<file path="src/rtl/rewind_pkg.sv">
// constants, state codes and timing for the rewind sequencer
// assumes a single 10 MHz logic clock for every counted delay
package rewind_pkg;
  localparam int CLK_HZ = 10_000_000;
  localparam int IDLE_TIME_MS = 12;
  localparam int IDLE_CYCLES = (IDLE_TIME_MS * (CLK_HZ / 1000));
  localparam int RESET_HOLD_MS = 500;
  localparam int RESET_HOLD_CYCLES = RESET_HOLD_MS * (CLK_HZ / 1000);
  localparam int TMR_W = 24;
  localparam logic [3:0] KICK_QTR_COUNTS = 4'h8;
  localparam logic [3:0] REF_LAST = 4'hf;
  localparam logic [3:0] REEL_FAST_MIN = 4'h2;
  localparam logic [3:0] REEL_CNT_MAX = 4'hf;
  localparam int PHR_W = 4;
  localparam logic [PHR_W-1:0] PHR_NORMAL = 4'hf;
  localparam logic [PHR_W-1:0] PHR_CLEAR = 4'h0;
  typedef enum logic [5:0] {
    ST_IDLE = 6'h01,
    ST_KICK = 6'h02,
    ST_BACK = 6'h04,
    ST_HIGH = 6'h08,
    ST_SLOW = 6'h10,
    ST_LOW = 6'h20
  } state_e;
endpackage

</file>
<file path="src/rtl/rewind_if.sv">
// signals shared between the sequencer and its two helpers
// assumes the sequencer drives the tach and motion inputs
`timescale 1ns/1ps
`default_nettype none
interface rewind_if;
  logic capstan_tach;
  logic left_reel_tach;
  logic right_reel_tach;
  logic ref_pulse;
  logic [1:0] reel_fast;
  logic motion_request_extended;
  logic idle_long;
  modport cmp(input capstan_tach, input left_reel_tach,
    input right_reel_tach, output ref_pulse, output reel_fast);
  modport tmr(input motion_request_extended, output idle_long);
endinterface
`default_nettype wire

</file>
<file path="src/rtl/reel_speed_compare.sv">
// reference pulse generator and reel against capstan speed comparison
// assumes one-cycle tach pulses synchronous to clk
`timescale 1ns/1ps
`default_nettype none
module reel_speed_compare (
  input wire logic clk,
  input wire logic arst_n,
  rewind_if.cmp link
);
  import rewind_pkg::*;
  typedef struct packed {
    logic [3:0] cap;
    logic [1:0][3:0] reel;
    logic [1:0] fast;
    logic ref_p;
  } cmp_s;
  cmp_s r;
  cmp_s n;
  logic [1:0] tach;

  assign tach = {link.right_reel_tach, link.left_reel_tach};

  always_comb begin
    n = r;
    n.ref_p = 1'b0;
    if (link.capstan_tach) begin
      // one reference pulse per group of capstan pulses [RL17]
      if (r.cap == REF_LAST) begin
        n.cap = 4'h0;
        n.ref_p = 1'b1;
      end else begin
        n.cap = r.cap + 4'h1;
      end
    end
    // a reel pulse landing on the window edge is dropped; harmless jitter
    for (int i = 0; i < 2; i++) begin
      if (n.ref_p) begin
        n.fast[i] = (r.reel[i] >= REEL_FAST_MIN); // [RL17]
        n.reel[i] = 4'h0;
      end else if (tach[i] && r.reel[i] != REEL_CNT_MAX) begin
        n.reel[i] = r.reel[i] + 4'h1;
      end
    end
  end

  always_ff @(posedge clk or negedge arst_n) begin
    if (!arst_n) begin
      r <= '0;
    end else begin
      r <= n;
    end
  end

  assign link.ref_pulse = r.ref_p;
  assign link.reel_fast = r.fast;
endmodule
`default_nettype wire

</file>
<file path="src/rtl/idle_timer.sv">
// measures how long the motion request has been down
// assumes motion_request_extended is synchronous to clk
`timescale 1ns/1ps
`default_nettype none
module idle_timer #(
  parameter int IDLE_CYCLES = rewind_pkg::IDLE_CYCLES
) (
  input wire logic clk,
  input wire logic arst_n,
  rewind_if.tmr link
);
  import rewind_pkg::*;
  typedef struct packed {
    logic [TMR_W-1:0] cnt;
    logic idle;
  } tmr_s;
  tmr_s r;
  tmr_s n;
  localparam logic [TMR_W-1:0] LIMIT = TMR_W'(IDLE_CYCLES);

  always_comb begin
    n = r;
    if (link.motion_request_extended) begin
      n.cnt = '0;
    end else if (r.cnt != LIMIT) begin
      n.cnt = r.cnt + 1'b1;
    end
    n.idle = (n.cnt == LIMIT); // [RL5]
  end

  always_ff @(posedge clk or negedge arst_n) begin
    if (!arst_n) begin
      r <= '0;
    end else begin
      r <= n;
    end
  end

  assign link.idle_long = r.idle;
endmodule
`default_nettype wire

</file>
<file path="src/rtl/tape_rewind_sequencer.sv">
// rewind sequencer: start, forward kick, reel feed, high/low speed, stop
// assumes all inputs synchronous to clk and tach inputs one cycle wide
`timescale 1ns/1ps
`default_nettype none
// Overview of operation
// RL1: beginning-of-tape marker ends the rewind and stops tape motion; code acts on load_point only in ST_BACK and ST_LOW.
// RL2: little tape on left reel at start means whole rewind at low speed.
// RL3: after high speed ends, rewind continues at low speed to load point.
// RL4: start on rewind command, or either rewind button when not ready.
// RL5: tape idle past threshold at start means begin with forward motion.
// RL6: forward kick lasts eight quarter tach counts, then go backward.
// RL7: left reel turns ccw while left loop is above left middle port.
// RL8: right reel turns ccw while right loop is below right middle port.
// RL9: high-speed field latch sets only after both reels beat capstan.
// RL10: high-speed field latch holds the polarity hold register reset.
// RL11: with polarity hold reset, capstan runs from rewind/slowdown currents.
// RL12: at high speed the currents follow the reel/capstan comparison.
// RL13: left radius sense asserts slowdown and ends high speed.
// RL14: slowdown tracks first slowing reel until capstan below normal.
// RL15: a reset press during high speed also asserts slowdown.
// RL16: reset held or pressed again during rewind stops the tape.
// RL17: reference pulse every sixteen capstan tach pulses, reels compared.
// RL18: conflicting column demands: coast wins over drive.
// RL19: system reset abandons rewind, clears latch, returns to idle.
module tape_rewind_sequencer #(
  parameter int IDLE_CYCLES = rewind_pkg::IDLE_CYCLES,
  parameter int RESET_HOLD_CYCLES = rewind_pkg::RESET_HOLD_CYCLES
) (
  input wire logic clk,
  input wire logic arst_n,
  input wire logic rewind_cmd,
  input wire logic unload_rewind_btn,
  input wire logic load_rewind_btn,
  input wire logic unit_ready,
  input wire logic reset_btn,
  input wire logic load_point,
  input wire logic left_radius_sense,
  input wire logic motion_request_extended,
  input wire logic capstan_tach,
  input wire logic capstan_quarter_tach,
  input wire logic left_reel_tach,
  input wire logic right_reel_tach,
  input wire logic left_column_mid_port,
  input wire logic right_column_mid_port,
  input wire logic capstan_below_normal,
  output logic rewind_active,
  output logic tape_fwd,
  output logic tape_bkwd,
  output logic capstan_normal_ctl,
  output logic rewind_current,
  output logic slowdown_current,
  output logic slowdown,
  output logic high_speed_field,
  output logic [rewind_pkg::PHR_W-1:0] polarity_hold_register,
  output logic left_reel_ccw,
  output logic right_reel_ccw,
  output logic rewind_done
);
  import rewind_pkg::*;

  typedef struct packed {
    state_e st;
    logic [3:0] kick;
    logic low_only;
    logic hsf;
    logic [PHR_W-1:0] phr;
    logic rst_prev;
    logic rst_seen;
    logic [TMR_W-1:0] hold;
    logic done;
    logic fwd;
    logic bkwd;
    logic rw_cur;
    logic sd_cur;
    logic step_down;
  } seq_s;

  localparam logic [TMR_W-1:0] HOLD_LIMIT = TMR_W'(RESET_HOLD_CYCLES);

  seq_s r;
  seq_s n;
  rewind_if link ();
  logic start;
  logic rst_edge;
  logic active;
  logic both_fast;
  logic abort;

  assign link.capstan_tach = capstan_tach;
  assign link.left_reel_tach = left_reel_tach;
  assign link.right_reel_tach = right_reel_tach;
  assign link.motion_request_extended = motion_request_extended;

  reel_speed_compare u_cmp (
    .clk(clk),
    .arst_n(arst_n),
    .link(link)
  );

  idle_timer #(
    .IDLE_CYCLES(IDLE_CYCLES)
  ) u_tmr (
    .clk(clk),
    .arst_n(arst_n),
    .link(link)
  );

  // buttons only count while the unit is not ready [RL4]
  assign start = rewind_cmd |
    ((unload_rewind_btn | load_rewind_btn) & ~unit_ready);
  assign rst_edge = reset_btn & ~r.rst_prev;
  assign active = (r.st != ST_IDLE);
  // each column circuit drives only when its reel is fast; any coast
  // demand overrides, so drive needs both [RL18]
  assign both_fast = &link.reel_fast;
  // second press or a long hold stops the tape [RL16]
  assign abort = active &&
    ((rst_edge && r.rst_seen) || (reset_btn && r.hold == HOLD_LIMIT));

  always_comb begin
    n = r;
    n.rst_prev = reset_btn;
    n.done = 1'b0;
    if (active && reset_btn && r.hold != HOLD_LIMIT) begin
      n.hold = r.hold + 1'b1;
    end else if (!reset_btn) begin
      n.hold = '0;
    end
    if (active && rst_edge) begin
      n.rst_seen = 1'b1;
    end
    case (r.st)
      ST_IDLE: begin
        if (start) begin
          // sampled once: a nearly empty left reel never goes fast [RL2]
          n.low_only = left_radius_sense;
          n.kick = 4'h0;
          n.rst_seen = 1'b0;
          n.hold = '0;
          n.step_down = 1'b0;
          n.st = link.idle_long ? ST_KICK : ST_BACK; // [RL5]
        end
      end
      ST_KICK: begin
        if (capstan_quarter_tach) begin
          n.kick = r.kick + 4'h1; // [RL6]
          if (r.kick == KICK_QTR_COUNTS - 4'h1) begin
            n.st = ST_BACK;
          end
        end
      end
      ST_BACK: begin
        if (load_point) begin
          n.st = ST_IDLE; // [RL1]
          n.done = 1'b1;
        end else if (!r.low_only && both_fast) begin
          n.hsf = 1'b1; // [RL9]
          n.st = ST_HIGH;
        end
      end
      ST_HIGH: begin
        // radius sense or a first reset press starts slowdown
        if (left_radius_sense || (rst_edge && !r.rst_seen)) begin
          n.step_down = 1'b1; // [RL13] [RL15]
          n.st = ST_SLOW;
        end
      end
      ST_SLOW: begin
        if (capstan_below_normal) begin
          n.hsf = 1'b0; // [RL14]
          n.st = ST_LOW; // [RL3]
        end
      end
      ST_LOW: begin
        if (load_point) begin
          n.st = ST_IDLE; // [RL1]
          n.done = 1'b1;
        end
      end
      default: begin
        n.st = ST_IDLE;
      end
    endcase
    if (abort) begin
      n.st = ST_IDLE;
      n.done = 1'b0;
    end
    if (n.st == ST_IDLE) begin
      n.hsf = 1'b0;
      n.step_down = 1'b0;
    end
    n.fwd = (n.st == ST_KICK);
    n.bkwd = (n.st != ST_IDLE) && (n.st != ST_KICK);
    // latch forces the polarity hold register clear [RL10]
    if (n.hsf || n.st == ST_IDLE) begin
      n.phr = PHR_CLEAR;
    end else begin
      n.phr = PHR_NORMAL;
    end
    // currents only act with the polarity hold register clear [RL11]
    if (n.phr == PHR_CLEAR && (n.st == ST_HIGH || n.st == ST_SLOW)) begin
      // comparison steers drive or coast; coast wins [RL12] [RL14] [RL18]
      n.rw_cur = both_fast;
      n.sd_cur = ~both_fast;
    end else begin
      n.rw_cur = 1'b0;
      n.sd_cur = 1'b0;
    end
  end

  always_ff @(posedge clk or negedge arst_n) begin
    if (!arst_n) begin
      r <= '{st: ST_IDLE, default: '0}; // [RL19]
    end else begin
      r <= n;
    end
  end

  assign rewind_active = active;
  assign tape_fwd = r.fwd;
  assign tape_bkwd = r.bkwd;
  assign capstan_normal_ctl = active && (r.phr != PHR_CLEAR); // [RL11]
  assign rewind_current = r.rw_cur;
  assign slowdown_current = r.sd_cur;
  assign slowdown = r.step_down;
  assign high_speed_field = r.hsf;
  assign polarity_hold_register = r.phr;
  // reel feed follows the column ports only while rewinding
  assign left_reel_ccw = active && left_column_mid_port; // [RL7]
  assign right_reel_ccw = active && right_column_mid_port; // [RL8]
  assign rewind_done = r.done;
endmodule
`default_nettype wire

</file>
<file path="config.mk">
export PLATFORM = sky130hd
export DESIGN_NAME = tape_rewind_sequencer
export DESIGN_NICKNAME = d
export VERILOG_FILES = /design/src/rtl/rewind_pkg.sv /design/src/rtl/rewind_if.sv /design/src/rtl/reel_speed_compare.sv /design/src/rtl/idle_timer.sv /design/src/rtl/tape_rewind_sequencer.sv
export SDC_FILE = /design/constraint.sdc
export NUM_CORES = 1
export LEC_CHECK = 0
export BUFFER_PORTS_ARGS = -buffer_cell sky130_fd_sc_hd__clkbuf_2
export CORE_MARGIN = 2
export CORE_UTILIZATION = 40
export CTS_CLUSTER_SIZE = 24
export DETAILED_ROUTE_END_ITERATION = 6
export PLACE_DENSITY = 0.53
export SLEW_MARGIN = 20
export SYNTH_ARGS = -nofsm -noshare
export SYNTH_HDL_FRONTEND = slang
export SYNTH_SLANG_ARGS = --single-unit
</file>
<file path="constraint.sdc">
create_clock -name clk -period 2.7 [get_ports clk]
set_input_delay 0.135 -clock clk [delete_from_list [all_inputs] [get_ports clk]]
set_output_delay 0.135 -clock clk [all_outputs]
set_load 0.005 [all_outputs]
</file>
# --- After elaboration in Yosys (flattened, before gate mapping) ---
# Cells that the tools add are included.
op_classes:
  add_sub_neg: 6
  order_cmp: 2
  eq_ne: 25
  muxes: 40
  bitwise: 7
  n_reduce_logical: 32
op_table:
  columns: ["op", "count"]
  rows:
  - ["$mux 24", 4]
  - ["$mux 25", 2]
  - ["$add 24x1->24 const B", 2]
  - ["$mux 6", 7]
  - ["$pmux 6 s6", 1]
  - ["$eq 24x17->1 const B", 1]
  - ["$eq 24x23->1 const B", 1]
  - ["$mux 4", 6]
  - ["$ne 24x17->1 const B", 1]
  - ["$ne 24x23->1 const B", 1]
  - ["$add 4x1->4 const B", 4]
  - ["$logic_and 1x1->1", 15]
  - ["$mux 1", 13]
  - ["$eq 6x1->1 const B", 2]
  - ["$eq 6x2->1 const B", 2]
  - ["$eq 6x4->1 const B", 2]
  - ["$eq 6x5->1 const B", 2]
  - ["$ne 6x1->1 const B", 2]
  - ["$mux 11", 1]
  - ["$mux 10", 1]
  - ["$ge 4x2->1 const B", 2]
  - ["$ne 4x4->1 const B", 2]
  - ["$pmux 4 s2", 1]
  - ["$eq 6x3->1 const B", 1]
  - ["other kinds (21)", 36]
word_totals:
  register_bits: 87
  input_bits: 17
  output_inout_bits: 15
  elab_cells: 132

# --- Logic depth before layout (Yosys ltp) ---
logic_depth:
  depth_word: 14
  ltp_mapped: 9
  depth_no_buf: 8

# --- Hierarchy ---
# Synthesis repeated with hierarchy kept, for this count alone.
hier_totals:
  hier_cells: 500
  area_unflattened_um2: 4762.1
by_module_without_submodules:
  columns: ["module", "instances", "cells_per_inst", "area_each_um2", "seq_area_each_um2"]
  rows:
  - ["tape_rewind_sequencer", 1, 256, 2443.6, 1127.3]
  - ["idle_timer", 1, 171, 1550.2, 625.6]
  - ["reel_speed_compare", 1, 73, 768.2, 375.4]

# --- Worst setup path before layout ---
# No wires, ideal clock.
synth_timing:
  path_type: "reg2reg"
  from: "register r[44] (netlist name)"
  to: "register r, in the netlist tape_bkwd"
  setup_time_ns: 0.094
  t_arrival_ns: 2.014
  required_ns: 2.606
  slack_ns: 0.593
  stages_incl_launch_ff: 8
  n_path_buf: 2
  synth_period_minus_slack_ns: 2.107
  cell_sequence: "dfrtp_1 > buf_6 > or4_4 > a221oi_2 > o22ai_2 > or2_1 > buf_6 > a221oi_2"
synth_lines:
  columns: ["item", "line", "text"]
  rows:
  - ["from (decl)", "tape_rewind_sequencer.sv:80", "seq_s r;"]
  - ["from (signal assigned)", "tape_rewind_sequencer.sv:215", "r <= n;"]

==> run_results.csv <==
group,metric,value,unit
grt,grt_use_total,0.169,
grt,grt_pass1_wl,17400,µm
critical_path,cp_slowest_cell,"or4b_1",
critical_path,crit_type,"reg -> reg",
synthesis,synth_nets,524,
synthesis,yosys.area.top_type_share,0.442,
clocking,cts_buffers,9,
sta,worst_pin_slew,0.736,ns
synthesis,synthArstFlopShare,1.00,
critical_path,path_depth,7,
cells_and_area,stdcell_count,678,
clocking,cts.path.max_buffers,2,
cells_and_area,postLayoutCellArea,5320,µm²
critical_path,cp-endpoint,"u_tmr.link.idle_long",
clocking,cts_root_buffer,"clkbuf_16",
cells_and_area,nets,557,
critical_path,r2r-start,"u_tmr.r[2]",
place,place_area,5000,µm²
critical_path,rr_worst_depth,7,
cells_and_area,antenna_cells,0,
detailed_routing,first_pass_iters,4,
sta,finalHoldViolations,0,
floorplan,die_h,112,µm
clocking,clock_latency,0.35,ns
synthesis,synth_commonest_cells,"dfrtp_1, nor2_1, nand2_1",
clocking,cts.htree.levels,3,
critical_path,worstPathRequired,2.90,ns
synthesis,synth-seq-cells,84,
critical_path,crit_path_max_fanout,8,
floorplan,core_area,11400,µm²
grt,antenna_found_initial,0,
critical_path,r2r_slack,0.19,ns
sta,fmax,398,MHz
clocking,cts_tree,"built",
grt,gr-total-overflow,0,
sta,fin_crit,2.51,ns
power,powerDensity,696,nW/µm²
cells_and_area,area_delta_synth_final,13.2,%
detailed_routing,vias_per_cell,5.36,
clocking,ctsResizeCount,0,
critical_path,crit_path_start_kind,"flop",
synthesis,synth_area_leaders,"dfrtp_1, nor2_1, nand2_1, nand4_1, xnor2_1",
critical_path,worstPathCellList,"ha_1 > nand4_1 > nor3_1 > xnor2_1 > nor2_1 > or4b_1 > a2111oi_1",
detailed_routing,antenna_left,0,
floorplan,initial_core_util,0.411,
critical_path,max_stage_delay,0.47,ns
status,status,"completed",
sta,rsz0062_at_grt,"false",
detailed_routing,wl,10000,µm
sta,setup_viol,0,
floorplan,die_area,12600,µm²
place,dpl.hpwl,7130,µm
synthesis,ys.warnings.count,0,
floorplan,num_rows,39,
synthesis,synthesis.area,4700,µm²
synthesis,ys_types,71,
critical_path,crit_family,"simple AND/OR/NAND/NOR gates",
sta,drv_slew,0,
sta,hold_ws,0.0295,ns
critical_path,cp_num_buf_inv,0,
power,ir_drop,0.621,mV
power,leakagePower,0.00234,µW
critical_path,worstReg2RegEnd,"u_tmr.link.idle_long",
place,gp_congestion,0.808,
synthesis,ys.flop_type,"dfrtp_1",
floorplan,die_x,112,µm
synthesis,yosys.area.top_type,"dfrtp_1",
place,portBuffers,31,
grt,grt_pass1_vias,3567,
synthesis,syn_area_per_cell,9.45,µm²
critical_path,cp.arrival,2.71,ns
flow_run,maxCapViolations,0,
detailed_routing,wl_per_cell,14.8,µm
critical_path,crit_start,"u_tmr.r[2]",
synthesis,synth-seq-area-share,0.448,
sta,fin_setup_tns,0,ns
detailed_routing,drcViolationCount,0,
synthesis,synth_edf_count,0,
clocking,clock_sinks,84,
cells_and_area,drive_above_1_share,0.168,
sta,fin_skew,0.00690,ns
sta,slew_headroom,0.507,
clocking,clk_pin_slew,0.07,ns
grt,grt_start_max_net_pins,44,
min_path,min_path_type,"in -> reg",
place,post-place-cells,661,
critical_path,worstSetupEndpointType,"flop",
floorplan,ioPinCount,32,
detailed_routing,vias,3633,
synthesis,synth.most_common_cell,"dfrtp_1",
detailed_routing,drtIter0Drc,136,
synthesis,synthCells,497,
sta,fin_crit_sh,0.931,
[through the flow]
step / total power [µW] / setup slack [ns] / utilization
4_1_cts: 3780 / 0.224 / 0.466
3_5_place_dp: 2470 / 0.246 / 0.438
3_3_place_gp: 2450 / 0.272 / 0.438
6_report: 3700 / 0.188 / 0.466
5_1_grt: 3950 / 0.0592 / 0.466
2_1_floorplan: 2230 / 0.593 / -
[how the worst min path moves through the flow]
stage          cells past startpoint              start          endpoint  slack [ns]
2_1_floorplan                      0             arst_n  high_speed_field       -0.16
3_3_place_gp                       1             arst_n             r[26]        0.18
3_5_place_dp                       1             arst_n             r[26]        0.17
4_1_cts                            3  left_radius_sense             r[37]        0.02
5_1_grt                            3  left_radius_sense             r[37]        0.06
6_report                           3  left_radius_sense             r[37]        0.03
[layout make-up]
cell class              instances  area (µm²)
repair buffers                 44         258
multi-input cells             377        2420
well taps                     143         179
fillers                      1096        6100
inverters                      14        52.6
flip-flops and latches         84        2100
clock inverters                 7        81.3
clock buffers                   9         225
[placed cells by master, fill, tap and decap left out, types with 9 or more instances in the layout]
| master | instances |
|---|---|
| nor2_1 | 73 |
| nand2_1 | 45 |
| dfrtp_1 | 83 |
| nand4_1 | 23 |
| nand3_1 | 20 |
| clkbuf_16 | 9 |
| a21oi_1 | 24 |
| nor4_1 | 9 |
| ha_1 | 10 |
| buf_4 | 13 |
| mux2i_1 | 9 |
| clkbuf_2 | 30 |
| and3_1 | 14 |
| xor2_1 | 14 |
| inv_1 | 13 |
| nor3_1 | 11 |
| mux2_2 | 10 |
| xnor2_1 | 16 |
[power by group]
| part | internal, µW | total, µW | switching (µW) |
|---|---|---|---|
| Sequential | 1430 | 1590 | 162 |
| Combinational | 349 | 843 | 494 |
| Clock | 730 | 1270 | 543 |
[sequential cells by signal, indices dropped and copies added (netlist names)]
| name | cells |
|---|---|
| r | 37 |
| u_tmr.r | 24 |
| u_cmp.r | 12 |
| u_cmp.link.reel_fast | 2 |
| high_speed_field | 1 |
| polarity_hold_register | 1 |
| rewind_current | 1 |
| rewind_done | 1 |
| slowdown | 1 |
| slowdown_current | 1 |
| tape_bkwd | 1 |
| tape_fwd | 1 |
| u_tmr.link.idle_long | 1 |
[worst reg2reg max path, stage by stage, from the launching register on]
cell and delay [ns]:
dfrtp_1 0.44, ha_1 0.35, nand4_1 0.28, nor3_1 0.26, xnor2_1 0.09, nor2_1 0.12
or4b_1 0.47, a2111oi_1 0.36
[cell families (layout without fill, tap and decap cells)]
| logic type | Yosys count | in the layout | synth area share |
|---|---|---|---|
| simple gates | 258 | 258 | 0.303 |
| flops | 84 | 84 | 0.448 |
| compound gates | 58 | 58 | 0.0820 |
| buf+inv | 36 | 74 | 0.0370 |
| xor+xnor | 30 | 30 | 0.0559 |
| mux | 21 | 21 | 0.0479 |
| fa+ha+maj | 10 | 10 | 0.0266 |
[metal layers]
metal	vias up	global-route usage	share of wire
met5	-	0	0
li1	1831	-	-
met4	0	0.0789	0.019
met2	65	0.261	0.46
met3	16	0.0335	0.031
met1	1721	0.230	0.49
[repair_timing]
| action | 4_1_cts | 5_1_grt |
|---|---|---|
| hold endpoints to repair | 41 | 0 |
| buffers inserted | 0 | 0 |
| hold buffers | 1 | 0 |
No activity file was read; power rests on OpenSTA's default activity.
